### src/cdm_pkg.sv
/*
 * Shared constants and types of the controller data memory: area
 * selectors, word and bit limits, write masks and fixed timer numbers.
 * Assumes word and bit addresses arrive as four binary-coded digits.
 */

package cdm_pkg;

    // word and digit geometry
    localparam int CDM_WORD_BITS = 16;
    localparam int CDM_DIGITS = 4;
    localparam int CDM_INPUT_BITS = 12;
    localparam int CDM_OUTPUT_BITS = 8;

    // area sizes
    localparam int CDM_PLAIN_WORDS = 21;
    localparam int CDM_RETAINED_WORDS = 16;
    localparam int CDM_TC_NUMBERS = 16;

    // address limits as binary values of the decoded digit pairs
    localparam logic [6:0] CDM_LAST_PLAIN_WORD = 7'h14;
    localparam logic [6:0] CDM_LAST_AREA_WORD = 7'h0F;
    localparam logic [6:0] CDM_LAST_BIT = 7'h0F;
    localparam logic [6:0] CDM_BCD_TEN = 7'h0A;
    localparam logic [3:0] CDM_BCD_MAX = 4'h9;

    // fixed plain word positions
    localparam logic [4:0] CDM_WORD_INPUT = 5'h00;
    localparam logic [4:0] CDM_WORD_OUTPUT = 5'h01;
    localparam logic [4:0] CDM_WORD_LINK_TX = 5'h13;
    localparam logic [4:0] CDM_WORD_LINK_RX = 5'h14;

    // writable bits per word
    localparam logic [15:0] CDM_INPUT_WORD_MASK = 16'hF000;
    localparam logic [15:0] CDM_FULL_MASK = 16'hFFFF;
    localparam logic [15:0] CDM_NO_MASK = 16'h0000;
    localparam logic [15:0] CDM_WORD_RESET = 16'h0000;

    // timer/counter numbers tied to fixed instructions
    localparam logic [3:0] CDM_TC_ANALOG_TIMER_ONE = 4'hB;
    localparam logic [3:0] CDM_TC_ANALOG_TIMER_TWO = 4'hC;
    localparam logic [3:0] CDM_TC_HIGH_SPEED_TIMER = 4'hE;
    localparam logic [3:0] CDM_TC_ANALOG_TIMER = 4'hF;

    // explicit area selector carried with every operand
    typedef enum logic [1:0] {
        CDM_AREA_PLAIN = 2'h0,
        CDM_AREA_RETAINED = 2'h1,
        CDM_AREA_TIMER = 2'h2,
        CDM_AREA_NONE = 2'h3
    } cdm_area_t;

    // decoded operand
    typedef struct packed {
        logic ok;
        logic [4:0] word;
        logic [3:0] bitn;
    } cdm_dec_t;

endpackage

### src/cdm_digit_check.sv
/*
 * Flags every four-bit digit of a value that is not a decimal digit.
 * Assumes the caller decides whether the value is meant as decimal.
 */

`timescale 1ns/1ns
`default_nettype none

module cdm_digit_check #(
    parameter int DIGITS = 4
) (
    input wire logic [4*DIGITS-1:0] value_i,
    output logic [DIGITS-1:0] bad_o
);
    import cdm_pkg::*;

    if (DIGITS < 1) begin : g_check
        $error("cdm_digit_check needs at least one digit");
    end

    // one comparator per digit, digit 0 rightmost
    for (genvar g = 0; g < DIGITS; g++) begin : g_digit
        assign bad_o[g] = value_i[4*g +: 4] > CDM_BCD_MAX;
    end

endmodule

`default_nettype wire

### src/cdm_data_memory.sv
/*
 * Data memory and operand decoder of a small programmable controller:
 * input, output, work, link exchange, dedicated, retained and
 * timer/counter areas behind one read port and one write port.
 * Assumes the execution unit shares clock_i, drives pass_end_i once
 * per program pass, and that the link logic is synchronous to clock_i.
 */
// Notes on behaviour
// - word 00 bits 0-11 are sampled inputs
// - word 01 bits 0-7 drive outputs
// - last write in a pass reaches terminal
// - work bits in words 00-02, 10-18
// - word 19 sent, word 20 received on link
// - without link words 19, 20 are work
// - words 03-09 hold dedicated bits
// - retained words survive reset and power loss
// - sixteen timer numbers, four fixed to timers
// - addresses outside areas are refused
// - words are 16 bits, bit 00 rightmost
// - bit address is word digits plus bit digits
// - bit digits above 15 are refused
// - timer word is value, bit is flag
// - decimal words stored BCD, hex binary
// - four digits per word, 0 rightmost
// - retained and timer areas need selector
// - BCD digits above 9 are invalid
// - pass end copies outputs, samples inputs

`timescale 1ns/1ns
`default_nettype none

module cdm_data_memory #(
    parameter int HAS_LINK = 1
) (
    input wire logic clock_i,
    input wire logic reset_i,
    // end of program pass
    input wire logic pass_end_i,
    // terminals and link words
    input wire logic [cdm_pkg::CDM_INPUT_BITS-1:0] input_pins_i,
    output logic [cdm_pkg::CDM_OUTPUT_BITS-1:0] output_pins_o,
    input wire logic [15:0] link_rx_word_i,
    output logic [15:0] link_tx_word_o,
    // read port
    input wire logic rd_req_i,
    input wire cdm_pkg::cdm_area_t rd_area_i,
    input wire logic rd_is_bit_i,
    input wire logic [15:0] rd_addr_i,
    input wire logic [1:0] rd_digit_sel_i,
    output logic rd_valid_o,
    output logic rd_invalid_o,
    output logic [15:0] rd_data_o,
    output logic rd_bit_o,
    output logic [3:0] rd_digit_o,
    // write port
    input wire logic wr_req_i,
    input wire cdm_pkg::cdm_area_t wr_area_i,
    input wire logic wr_is_bit_i,
    input wire logic [15:0] wr_addr_i,
    input wire logic [15:0] wr_data_i,
    input wire logic wr_bit_i,
    input wire logic wr_decimal_i,
    output logic wr_invalid_o,
    // completion flags of the fixed timers, 11, 12, 14, 15
    output logic [3:0] tc_fixed_flags_o
);
    import cdm_pkg::*;

    if (HAS_LINK != 0 && HAS_LINK != 1) begin : g_check
        $error("HAS_LINK must be 0 or 1");
    end

    ////////////////////////////////////////////////////////////////////
    // storage

    logic [15:0] mem_q [0:CDM_PLAIN_WORDS-1];
    logic [15:0] ret_q [0:CDM_RETAINED_WORDS-1];
    logic [15:0] pv_q [0:CDM_TC_NUMBERS-1];
    logic [CDM_TC_NUMBERS-1:0] flag_q;
    logic [CDM_INPUT_BITS-1:0] in_s1_q, in_s2_q, in_s3_q, in_stable_q;
    logic [CDM_OUTPUT_BITS-1:0] out_q;
    logic [15:0] link_tx_q;
    logic rd_valid_q, rd_invalid_q, rd_bit_q, wr_invalid_q;
    logic [15:0] rd_data_q;
    logic [3:0] rd_digit_q;

    // decode results
    logic [3:0] rd_addr_bad, wr_addr_bad, wr_data_bad;
    cdm_dec_t rd_dec, wr_dec;
    logic [15:0] rd_word_sel, wr_old, wr_new, wr_mask;
    logic rd_bit_sel, wr_ok, wr_bcd_bad;

    ////////////////////////////////////////////////////////////////////
    // helpers

    // two decimal digits to a binary number
    function automatic logic [6:0] bcd2(input logic [3:0] hi,
                                        input logic [3:0] lo);
        logic [6:0] h;
        h = {3'h0, hi};
        return 7'(h * CDM_BCD_TEN) + {3'h0, lo};
    endfunction

    // operand decode: four digits, area selector, bit or word use
    function automatic cdm_dec_t dec_op(input cdm_area_t area,
                                        input logic is_bit,
                                        input logic [15:0] a,
                                        input logic [3:0] bad);
        cdm_dec_t r;
        logic [6:0] hi, lo, limit;
        hi = bcd2(a[15:12], a[11:8]);
        lo = bcd2(a[7:4], a[3:0]);
        limit = (area == CDM_AREA_PLAIN) ? CDM_LAST_PLAIN_WORD
                                         : CDM_LAST_AREA_WORD;
        r.ok = (bad == 4'h0);
        if (is_bit && area != CDM_AREA_TIMER) begin
            // word digits high, bit digits low
            r.word = hi[4:0];
            r.bitn = lo[3:0];
            r.ok = r.ok && (lo <= CDM_LAST_BIT) && (hi <= limit);
        end else begin
            // word operand or timer number in the low digits
            r.word = lo[4:0];
            r.bitn = 4'h0;
            r.ok = r.ok && (hi == 7'h00) && (lo <= limit);
        end
        if (area == CDM_AREA_NONE) begin
            r.ok = 1'b0;
        end
        return r;
    endfunction

    // bits of a plain word that the program may write
    function automatic logic [15:0] plain_mask(input logic [4:0] w);
        logic [15:0] m;
        m = CDM_FULL_MASK;
        if (w == CDM_WORD_INPUT) begin
            m = CDM_INPUT_WORD_MASK;
        end else if (w == CDM_WORD_LINK_RX && HAS_LINK == 1) begin
            m = CDM_NO_MASK;
        end
        return m;
    endfunction

    ////////////////////////////////////////////////////////////////////
    // digit checks on both addresses and on decimal write data

    cdm_digit_check #(.DIGITS(CDM_DIGITS)) u_rd_addr_check (
        .value_i(rd_addr_i),
        .bad_o(rd_addr_bad)
    );

    cdm_digit_check #(.DIGITS(CDM_DIGITS)) u_wr_addr_check (
        .value_i(wr_addr_i),
        .bad_o(wr_addr_bad)
    );

    cdm_digit_check #(.DIGITS(CDM_DIGITS)) u_wr_data_check (
        .value_i(wr_data_i),
        .bad_o(wr_data_bad)
    );

    ////////////////////////////////////////////////////////////////////
    // input terminal synchroniser

    // three stages; the first is only read by the second
    always_ff @(posedge clock_i or posedge reset_i) begin
        if (reset_i) begin
            in_s1_q <= '0;
            in_s2_q <= '0;
            in_s3_q <= '0;
        end else begin
            in_s1_q <= input_pins_i;
            in_s2_q <= in_s1_q;
            in_s3_q <= in_s2_q;
        end
    end

    // a bit changes only where stages two and three agree
    always_ff @(posedge clock_i or posedge reset_i) begin
        if (reset_i) begin
            in_stable_q <= '0;
        end else begin
            in_stable_q <= (in_s3_q & ~(in_s2_q ^ in_s3_q))
                         | (in_stable_q & (in_s2_q ^ in_s3_q));
        end
    end

    ////////////////////////////////////////////////////////////////////
    // read port

    assign rd_dec = dec_op(rd_area_i, rd_is_bit_i, rd_addr_i, rd_addr_bad);

    // word and bit selected by the read operand
    always_comb begin
        rd_word_sel = CDM_WORD_RESET;
        case (rd_area_i)
            CDM_AREA_PLAIN: rd_word_sel = mem_q[rd_dec.word];
            CDM_AREA_RETAINED: rd_word_sel = ret_q[rd_dec.word[3:0]];
            CDM_AREA_TIMER: rd_word_sel = pv_q[rd_dec.word[3:0]];
            CDM_AREA_NONE: rd_word_sel = CDM_WORD_RESET;
        endcase
        if (rd_area_i == CDM_AREA_TIMER) begin
            rd_bit_sel = flag_q[rd_dec.word[3:0]];
        end else begin
            rd_bit_sel = rd_word_sel[rd_dec.bitn];
        end
    end

    // registered answer one cycle after the request
    always_ff @(posedge clock_i or posedge reset_i) begin
        if (reset_i) begin
            rd_valid_q <= 1'b0;
            rd_invalid_q <= 1'b0;
            rd_data_q <= CDM_WORD_RESET;
            rd_bit_q <= 1'b0;
            rd_digit_q <= 4'h0;
        end else begin
            rd_valid_q <= rd_req_i;
            if (rd_req_i) begin
                rd_invalid_q <= !rd_dec.ok;
                rd_data_q <= (rd_dec.ok && !rd_is_bit_i) ? rd_word_sel
                                                         : CDM_WORD_RESET;
                rd_bit_q <= rd_dec.ok && rd_is_bit_i && rd_bit_sel;
                if (rd_dec.ok && !rd_is_bit_i) begin
                    rd_digit_q <= rd_word_sel[{rd_digit_sel_i, 2'h0} +: 4];
                end else begin
                    rd_digit_q <= 4'h0;
                end
            end
        end
    end

    ////////////////////////////////////////////////////////////////////
    // write port

    assign wr_dec = dec_op(wr_area_i, wr_is_bit_i, wr_addr_i, wr_addr_bad);
    assign wr_mask = (wr_area_i == CDM_AREA_PLAIN) ? plain_mask(wr_dec.word)
                                                   : CDM_FULL_MASK;
    // decimal word data must be valid BCD; hex data is taken as is
    assign wr_bcd_bad = wr_decimal_i && !wr_is_bit_i
                     && (wr_data_bad != 4'h0);
    assign wr_ok = wr_req_i && wr_dec.ok && !wr_bcd_bad
                && (wr_is_bit_i ? wr_mask[wr_dec.bitn]
                                : (wr_mask != CDM_NO_MASK));

    // merged word: one bit replaced, or masked word
    always_comb begin
        wr_old = CDM_WORD_RESET;
        case (wr_area_i)
            CDM_AREA_PLAIN: wr_old = mem_q[wr_dec.word];
            CDM_AREA_RETAINED: wr_old = ret_q[wr_dec.word[3:0]];
            CDM_AREA_TIMER: wr_old = pv_q[wr_dec.word[3:0]];
            CDM_AREA_NONE: wr_old = CDM_WORD_RESET;
        endcase
        wr_new = (wr_old & ~wr_mask) | (wr_data_i & wr_mask);
        if (wr_is_bit_i) begin
            wr_new = wr_old;
            wr_new[wr_dec.bitn] = wr_bit_i;
        end
    end

    // refused write answered one cycle later
    always_ff @(posedge clock_i or posedge reset_i) begin
        if (reset_i) begin
            wr_invalid_q <= 1'b0;
        end else begin
            wr_invalid_q <= wr_req_i && !wr_ok;
        end
    end

    // plain words: writes, then pass-end input and link sampling
    always_ff @(posedge clock_i or posedge reset_i) begin
        if (reset_i) begin
            for (int i = 0; i < CDM_PLAIN_WORDS; i++) begin
                mem_q[i] <= CDM_WORD_RESET;
            end
        end else begin
            if (wr_ok && wr_area_i == CDM_AREA_PLAIN) begin
                mem_q[wr_dec.word] <= wr_new;
            end
            if (pass_end_i) begin
                mem_q[CDM_WORD_INPUT][CDM_INPUT_BITS-1:0] <= in_stable_q;
                if (HAS_LINK == 1) begin
                    mem_q[CDM_WORD_LINK_RX] <= link_rx_word_i;
                end
            end
        end
    end

    // retained words carry no reset so their content survives it
    always_ff @(posedge clock_i) begin
        if (wr_ok && wr_area_i == CDM_AREA_RETAINED) begin
            ret_q[wr_dec.word[3:0]] <= wr_new;
        end
    end

    // timer numbers: word writes go to the value, bit writes to the flag
    always_ff @(posedge clock_i or posedge reset_i) begin
        if (reset_i) begin
            for (int i = 0; i < CDM_TC_NUMBERS; i++) begin
                pv_q[i] <= CDM_WORD_RESET;
            end
            flag_q <= '0;
        end else if (wr_ok && wr_area_i == CDM_AREA_TIMER) begin
            if (wr_is_bit_i) begin
                flag_q[wr_dec.word[3:0]] <= wr_bit_i;
            end else begin
                pv_q[wr_dec.word[3:0]] <= wr_data_i;
            end
        end
    end

    ////////////////////////////////////////////////////////////////////
    // terminals and link words, refreshed once per pass

    always_ff @(posedge clock_i or posedge reset_i) begin
        if (reset_i) begin
            out_q <= '0;
            link_tx_q <= CDM_WORD_RESET;
        end else if (pass_end_i) begin
            out_q <= mem_q[CDM_WORD_OUTPUT][CDM_OUTPUT_BITS-1:0];
            link_tx_q <= (HAS_LINK == 1) ? mem_q[CDM_WORD_LINK_TX]
                                         : CDM_WORD_RESET;
        end
    end

    // outputs
    assign output_pins_o = out_q;
    assign link_tx_word_o = link_tx_q;
    assign rd_valid_o = rd_valid_q;
    assign rd_invalid_o = rd_invalid_q;
    assign rd_data_o = rd_data_q;
    assign rd_bit_o = rd_bit_q;
    assign rd_digit_o = rd_digit_q;
    assign wr_invalid_o = wr_invalid_q;
    assign tc_fixed_flags_o = {flag_q[CDM_TC_ANALOG_TIMER],
                               flag_q[CDM_TC_HIGH_SPEED_TIMER],
                               flag_q[CDM_TC_ANALOG_TIMER_TWO],
                               flag_q[CDM_TC_ANALOG_TIMER_ONE]};

    ////////////////////////////////////////////////////////////////////
    // checks

    input_image_a: assert property (
        @(posedge clock_i) disable iff (reset_i)
        pass_end_i |=> mem_q[CDM_WORD_INPUT][CDM_INPUT_BITS-1:0]
                       == $past(in_stable_q))
        else $error("input bits not sampled at pass end");

    output_copy_a: assert property (
        @(posedge clock_i) disable iff (reset_i)
        pass_end_i |=> output_pins_o
                       == $past(mem_q[CDM_WORD_OUTPUT][7:0]))
        else $error("output terminals not copied at pass end");

    output_hold_a: assert property (
        @(posedge clock_i) disable iff (reset_i)
        !pass_end_i |=> $stable(output_pins_o))
        else $error("output terminals moved inside a pass");

    last_write_a: assert property (
        @(posedge clock_i) disable iff (reset_i)
        (wr_ok && wr_area_i == CDM_AREA_PLAIN && wr_is_bit_i
         && wr_dec.word == CDM_WORD_OUTPUT && !wr_dec.bitn[3])
        ##1 !wr_req_i ##1 (pass_end_i && !wr_req_i)
        |=> output_pins_o[$past(wr_dec.bitn[2:0], 3)] == $past(wr_bit_i, 3))
        else $error("last output write did not reach terminal");

    bit_number_a: assert property (
        @(posedge clock_i) disable iff (reset_i)
        (rd_req_i && rd_is_bit_i && rd_area_i != CDM_AREA_TIMER
         && rd_addr_i[7:4] == 4'h1 && rd_addr_i[3:0] > 4'h5)
        |=> rd_valid_o && rd_invalid_o)
        else $error("bit number above 15 accepted");

    word_range_a: assert property (
        @(posedge clock_i) disable iff (reset_i)
        (rd_req_i && !rd_is_bit_i && rd_area_i == CDM_AREA_PLAIN
         && rd_addr_i[15:4] == 12'h002 && rd_addr_i[3:0] != 4'h0)
        |=> rd_invalid_o && rd_data_o == 16'h0000)
        else $error("word beyond 20 accepted");

    read_answer_a: assert property (
        @(posedge clock_i) disable iff (reset_i)
        rd_req_i |=> rd_valid_o && (rd_invalid_o == !$past(rd_dec.ok)))
        else $error("read answer or invalid flag wrong");

    bcd_reject_a: assert property (
        @(posedge clock_i) disable iff (reset_i)
        (wr_req_i && wr_decimal_i && !wr_is_bit_i
         && wr_data_i[15:12] > 4'h9) |=> wr_invalid_o)
        else $error("bad decimal digit accepted");

    input_write_a: assert property (
        @(posedge clock_i) disable iff (reset_i)
        (wr_req_i && wr_is_bit_i && wr_area_i == CDM_AREA_PLAIN
         && wr_addr_i[15:4] == 12'h000) |=> wr_invalid_o)
        else $error("write to an input bit accepted");

    retained_keep_a: assert property (
        @(posedge clock_i) disable iff (reset_i)
        (wr_ok && wr_area_i == CDM_AREA_RETAINED && !wr_is_bit_i)
        |=> ret_q[$past(wr_dec.word[3:0])] == $past(wr_data_i))
        else $error("retained word not stored");

    link_tx_a: assert property (
        @(posedge clock_i) disable iff (reset_i)
        pass_end_i |=> link_tx_word_o == ((HAS_LINK == 1)
                       ? $past(mem_q[CDM_WORD_LINK_TX]) : 16'h0000))
        else $error("link transmit word wrong");

endmodule

`default_nettype wire

### config.mk
export PLATFORM = sky130hd
export DESIGN_NAME = cdm_data_memory
export DESIGN_NICKNAME = d
export VERILOG_FILES = /design/src/cdm_pkg.sv /design/src/cdm_digit_check.sv /design/src/cdm_data_memory.sv
export SDC_FILE = /design/constraint.sdc
export NUM_CORES = 2
export LEC_CHECK = 0
export BUFFER_PORTS_ARGS = -buffer_cell sky130_fd_sc_hd__buf_4
export CELL_PAD_IN_SITES_DETAIL_PLACEMENT = 1
export CELL_PAD_IN_SITES_GLOBAL_PLACEMENT = 1
export CORE_MARGIN = 3
export CORE_UTILIZATION = 35
export CTS_CLUSTER_DIAMETER = 40
export DETAILED_ROUTE_END_ITERATION = 16
export PLACE_DENSITY = 0.63
export SKIP_CTS_REPAIR_TIMING = 1
export SLEW_MARGIN = 20
export SYNTH_ARGS = -nofsm -noshare
export SYNTH_HDL_FRONTEND = slang
export SYNTH_HIERARCHICAL = 1
export SYNTH_SLANG_ARGS = --single-unit
### constraint.sdc
create_clock -name clock_i -period 31.5 [get_ports clock_i]
set_input_delay 7.875 -clock clock_i [delete_from_list [all_inputs] [get_ports clock_i]]
set_output_delay 7.875 -clock clock_i [all_outputs]
set_load 0.02 [all_outputs]
==> metrics.yaml <==
status: "finished clean"
wirelength_um: 247000
num_rows: 141
crit_path_end_kind: "flop"
num_vias: 48500
path_cells: "buf_4 -> nor2b_1 -> o21ai_4 -> buf_4 -> nand2_8 -> buf_12 -> nand2_1 -> and3_1 -> a311oi_1 -> a311oi_1 -> o21ai_0 -> a32oi_1 -> inv_1"
synth_cell_types: 90
cts_buffers: 170
final.setup.tns_ns: 0
clock_tree.root_cell: "clkbuf_16"
cp.depth: 13
whs_path_depth: 0
drv_cap: 0
min_period_over_period: 0.427
p_sw_mw: 1.30
finalWeightedCongestion: 0.929
synthCells: 5550
worstMarginPinSlew_ns: 1.28
firstDrtPassIters: 8
fin_nets: 5657
mappedNetlistArea_um2: 52800
slew_headroom: 0.137
hold_viol: 0
synth_area_per_cell_um2: 9.51
cpPeakStageDelay_ns: 0.98
route.detailed.drc: 0
seqPwrFrac: 0.327
grt_pass1_wl_um: 355000
routed_via_density: 6.33
yosysWarnings: 6
ys_ff_latch: 960
dp_hpwl_um: 155000
path_delay_family: "compound AO/OA/AOI/OAI gates"
area_growth_pct: 16.1
die_y_um: 394
fin_crit_ns: 13.46
cts_tree: "yes"
r2r_cells: 7
path_clk_slew_ns: 0.05
wl_per_cell_um: 32.2
p_int_mw: 2.70
core_area_um2: 149000
worstPathRequired_ns: 31.88
grt_pass1_vias: 48500
vdd_drop_max_uv: 65.7
worst_clock_skew_ns: 0.0374
ant_nets: 0
path_class: "in -> reg"
hold_class: "reg -> reg"
clockPowerShare: 0.479
slew_violations: 0
dr.first_iter.drc_count: 6003
cpMaxStageDelayCell: "a32oi_1"
grt.total_usage: 0.309
antenna_found_initial: 26
cts.sinks: 960
p_leak_nw: 24.9
initial_utilization: 0.355
r2r_slack_ns: 27.38
swShare: 0.325
io_pins: 143
cts_buffer_depth: 3
fillerInstances: 16600
critPathLaunchType: "input port"
yosysSeqAreaShare: 0.479
grt_setup_unrepaired: "no"
critPathBufInv: 4
critical_path_arrival_ns: 13.83
min_to: "in_s2_q[10]"
fmax_ghz: 0.0743
drive_above_1_share: 0.183
final_core_util: 0.412
die_w_um: 394
io_buffers: 142
timing.rr.end: "ret_q[4][13]"
grt_overflow: 0
h-tree-depth: 4
synth_edf_count: 256
setup_violations: 0
grt_max_degree: 139
synthFlopType: "dfrtp_1"
async_flop_share: 0.733
p_comb_frac: 0.194
die_area_um2: 156000
path_max_fanout: 117
p_per_area_nw_per_um2: 65.3
syn_nets: 5691
timing.rr.start: "ret_q[4][13]"
worstHoldStart: "in_s1_q[10]"
clkLatencyLatePin_ns: 0.81
logic make-up after synthesis:
| group | Yosys count | synth area share |
|---|---|---|
| simple gates | 2316 | 0.191 |
| xor+xnor | 21 | 0.00348 |
| mux | 471 | 0.104 |
| flops | 960 | 0.479 |
| compound gates | 1204 | 0.157 |
| buf+inv | 516 | 0.0499 |
| fa+ha+maj | 62 | 0.0153 |
per-stage QoR:
step           hold slack, ns  power, mW  area [um^2]  instances  setup slack [ns]
5_1_grt                 0.352       4.10        61300       7657             18.16
4_1_cts                 0.349       4.00        61200       7654             18.34
6_report                0.346       4.00        61300       7664             18.04
2_1_floorplan           0.331       1.73        52800       5550              3.88
3_5_place_dp            0.336       2.08        55400       7345             17.52
3_3_place_gp            0.334       2.07        55300       7344             17.68
layer usage:
layer | share of wire | vias to the layer above | GRT usage
li1 | - | 20200 | -
met1 | 0.41 | 25000 | 0.415
met2 | 0.44 | 2629 | 0.470
met3 | 0.091 | 655 | 0.0615
met4 | 0.057 | 10 | 0.164
met5 | 0.00030 | - | 0
synthesized netlist by cell type, drive strengths merged, types with 14 or more instances:
| library cell | count | share of area |
|---|---|---|
| nand2 | 1351 | 0.097 |
| a22oi | 28 | 0.0041 |
| o21ai | 219 | 0.021 |
| o22ai | 42 | 0.0050 |
| mux4 | 30 | 0.013 |
| clkbuf | 171 | 0.012 |
| mux2i | 113 | 0.022 |
| a311oi | 170 | 0.028 |
| o211ai | 17 | 0.0024 |
| a32oi | 39 | 0.0065 |
| nor2b | 14 | 0.0017 |
| a211oi | 118 | 0.017 |
| dfrtp | 704 | 0.33 |
| a31oi | 74 | 0.0088 |
| inv | 38 | 0.0027 |
| buf | 303 | 0.035 |
| nor3 | 43 | 0.0044 |
| a21oi | 254 | 0.025 |
| ha | 42 | 0.010 |
| o2bb2ai | 22 | 0.0036 |
| a221oi | 22 | 0.0036 |
| nand3 | 366 | 0.036 |
| nand4 | 26 | 0.0031 |
| and2 | 21 | 0.0025 |
| nor2 | 283 | 0.021 |
| and3 | 159 | 0.019 |
| edfxtp | 256 | 0.15 |
| mux2 | 328 | 0.070 |
| o21a | 15 | 0.0021 |
| o31ai | 70 | 0.010 |
| nor4 | 20 | 0.0029 |
worst register-to-register path, delay by kind of cell, from the launching register on:
kind | cells | cell delay, ns
AO/OA/AOI/OAI | 4 | 2.46
buffers and inverters | 1 | 0.58
flip-flops | 1 | 0.39
AND/OR/NAND/NOR | 2 | 0.25
power groups by stage:
stage | clock (mW) | combinational (mW) | sequential (mW)
after CTS | 1.93 | 0.751 | 1.31
final | 1.92 | 0.778 | 1.31
after global routing | 1.99 | 0.796 | 1.31
after global placement | 0 | 0.741 | 1.33
after detailed placement | 0 | 0.747 | 1.33
after floorplan | 0 | 0.402 | 1.33
flip-flops by register name, indices dropped and copies added (netlist names), 4 cells and up, named ones only:
signal / flops
mem_q: 336
pv_q: 256
ret_q: 256
flag_q: 16
link_tx_word_o: 16
rd_data_o: 16
in_s1_q: 12
in_s2_q: 12
in_s3_q: 12
output_pins_o: 8
rd_digit_o: 4
worst max-delay path by stage:
stage	from	end	slack (ns)
global placement	rd_area_i[1]	rd_bit_o	17.68
CTS	wr_addr_i[4]	ret_q[2][1]	18.34
floorplan	reset_i	asynchronous set/reset pin	3.88
global route	rd_area_i[1]	rd_bit_o	18.16
detailed placement	wr_addr_i[4]	ret_q[7][1]	17.52
finish	wr_area_i[0]	ret_q[4][13]	18.04
placed cells by master (no fill, tap or decap), types with 159 or more instances in the layout:
master / count
a21oi_1: 244
o21ai_0: 206
and3_1: 159
dfrtp_1: 704
a311oi_1: 169
mux2_2: 327
buf_4: 258
edfxtp_1: 256
nand2_1: 1332
nor2_1: 247
nand3_1: 354
clkbuf_16: 175
final cells by class:
| type | count | area (um^2) | share of cell area |
|---|---|---|---|
| Tap cell | 2002 | 2500 | 0.0409 |
| Timing Repair Buffer | 268 | 2110 | 0.0345 |
| Clock buffer | 203 | 4580 | 0.0748 |
| Clock inverter | 106 | 1300 | 0.0212 |
| Antenna cell | 9 | 22.5 | 0.000367 |
| Inverter | 42 | 165 | 0.00269 |
| Multi-Input combinational cell | 4074 | 25300 | 0.413 |
| Sequential cell | 960 | 25300 | 0.413 |
Note: power is estimated with default switching activity, not from simulation.
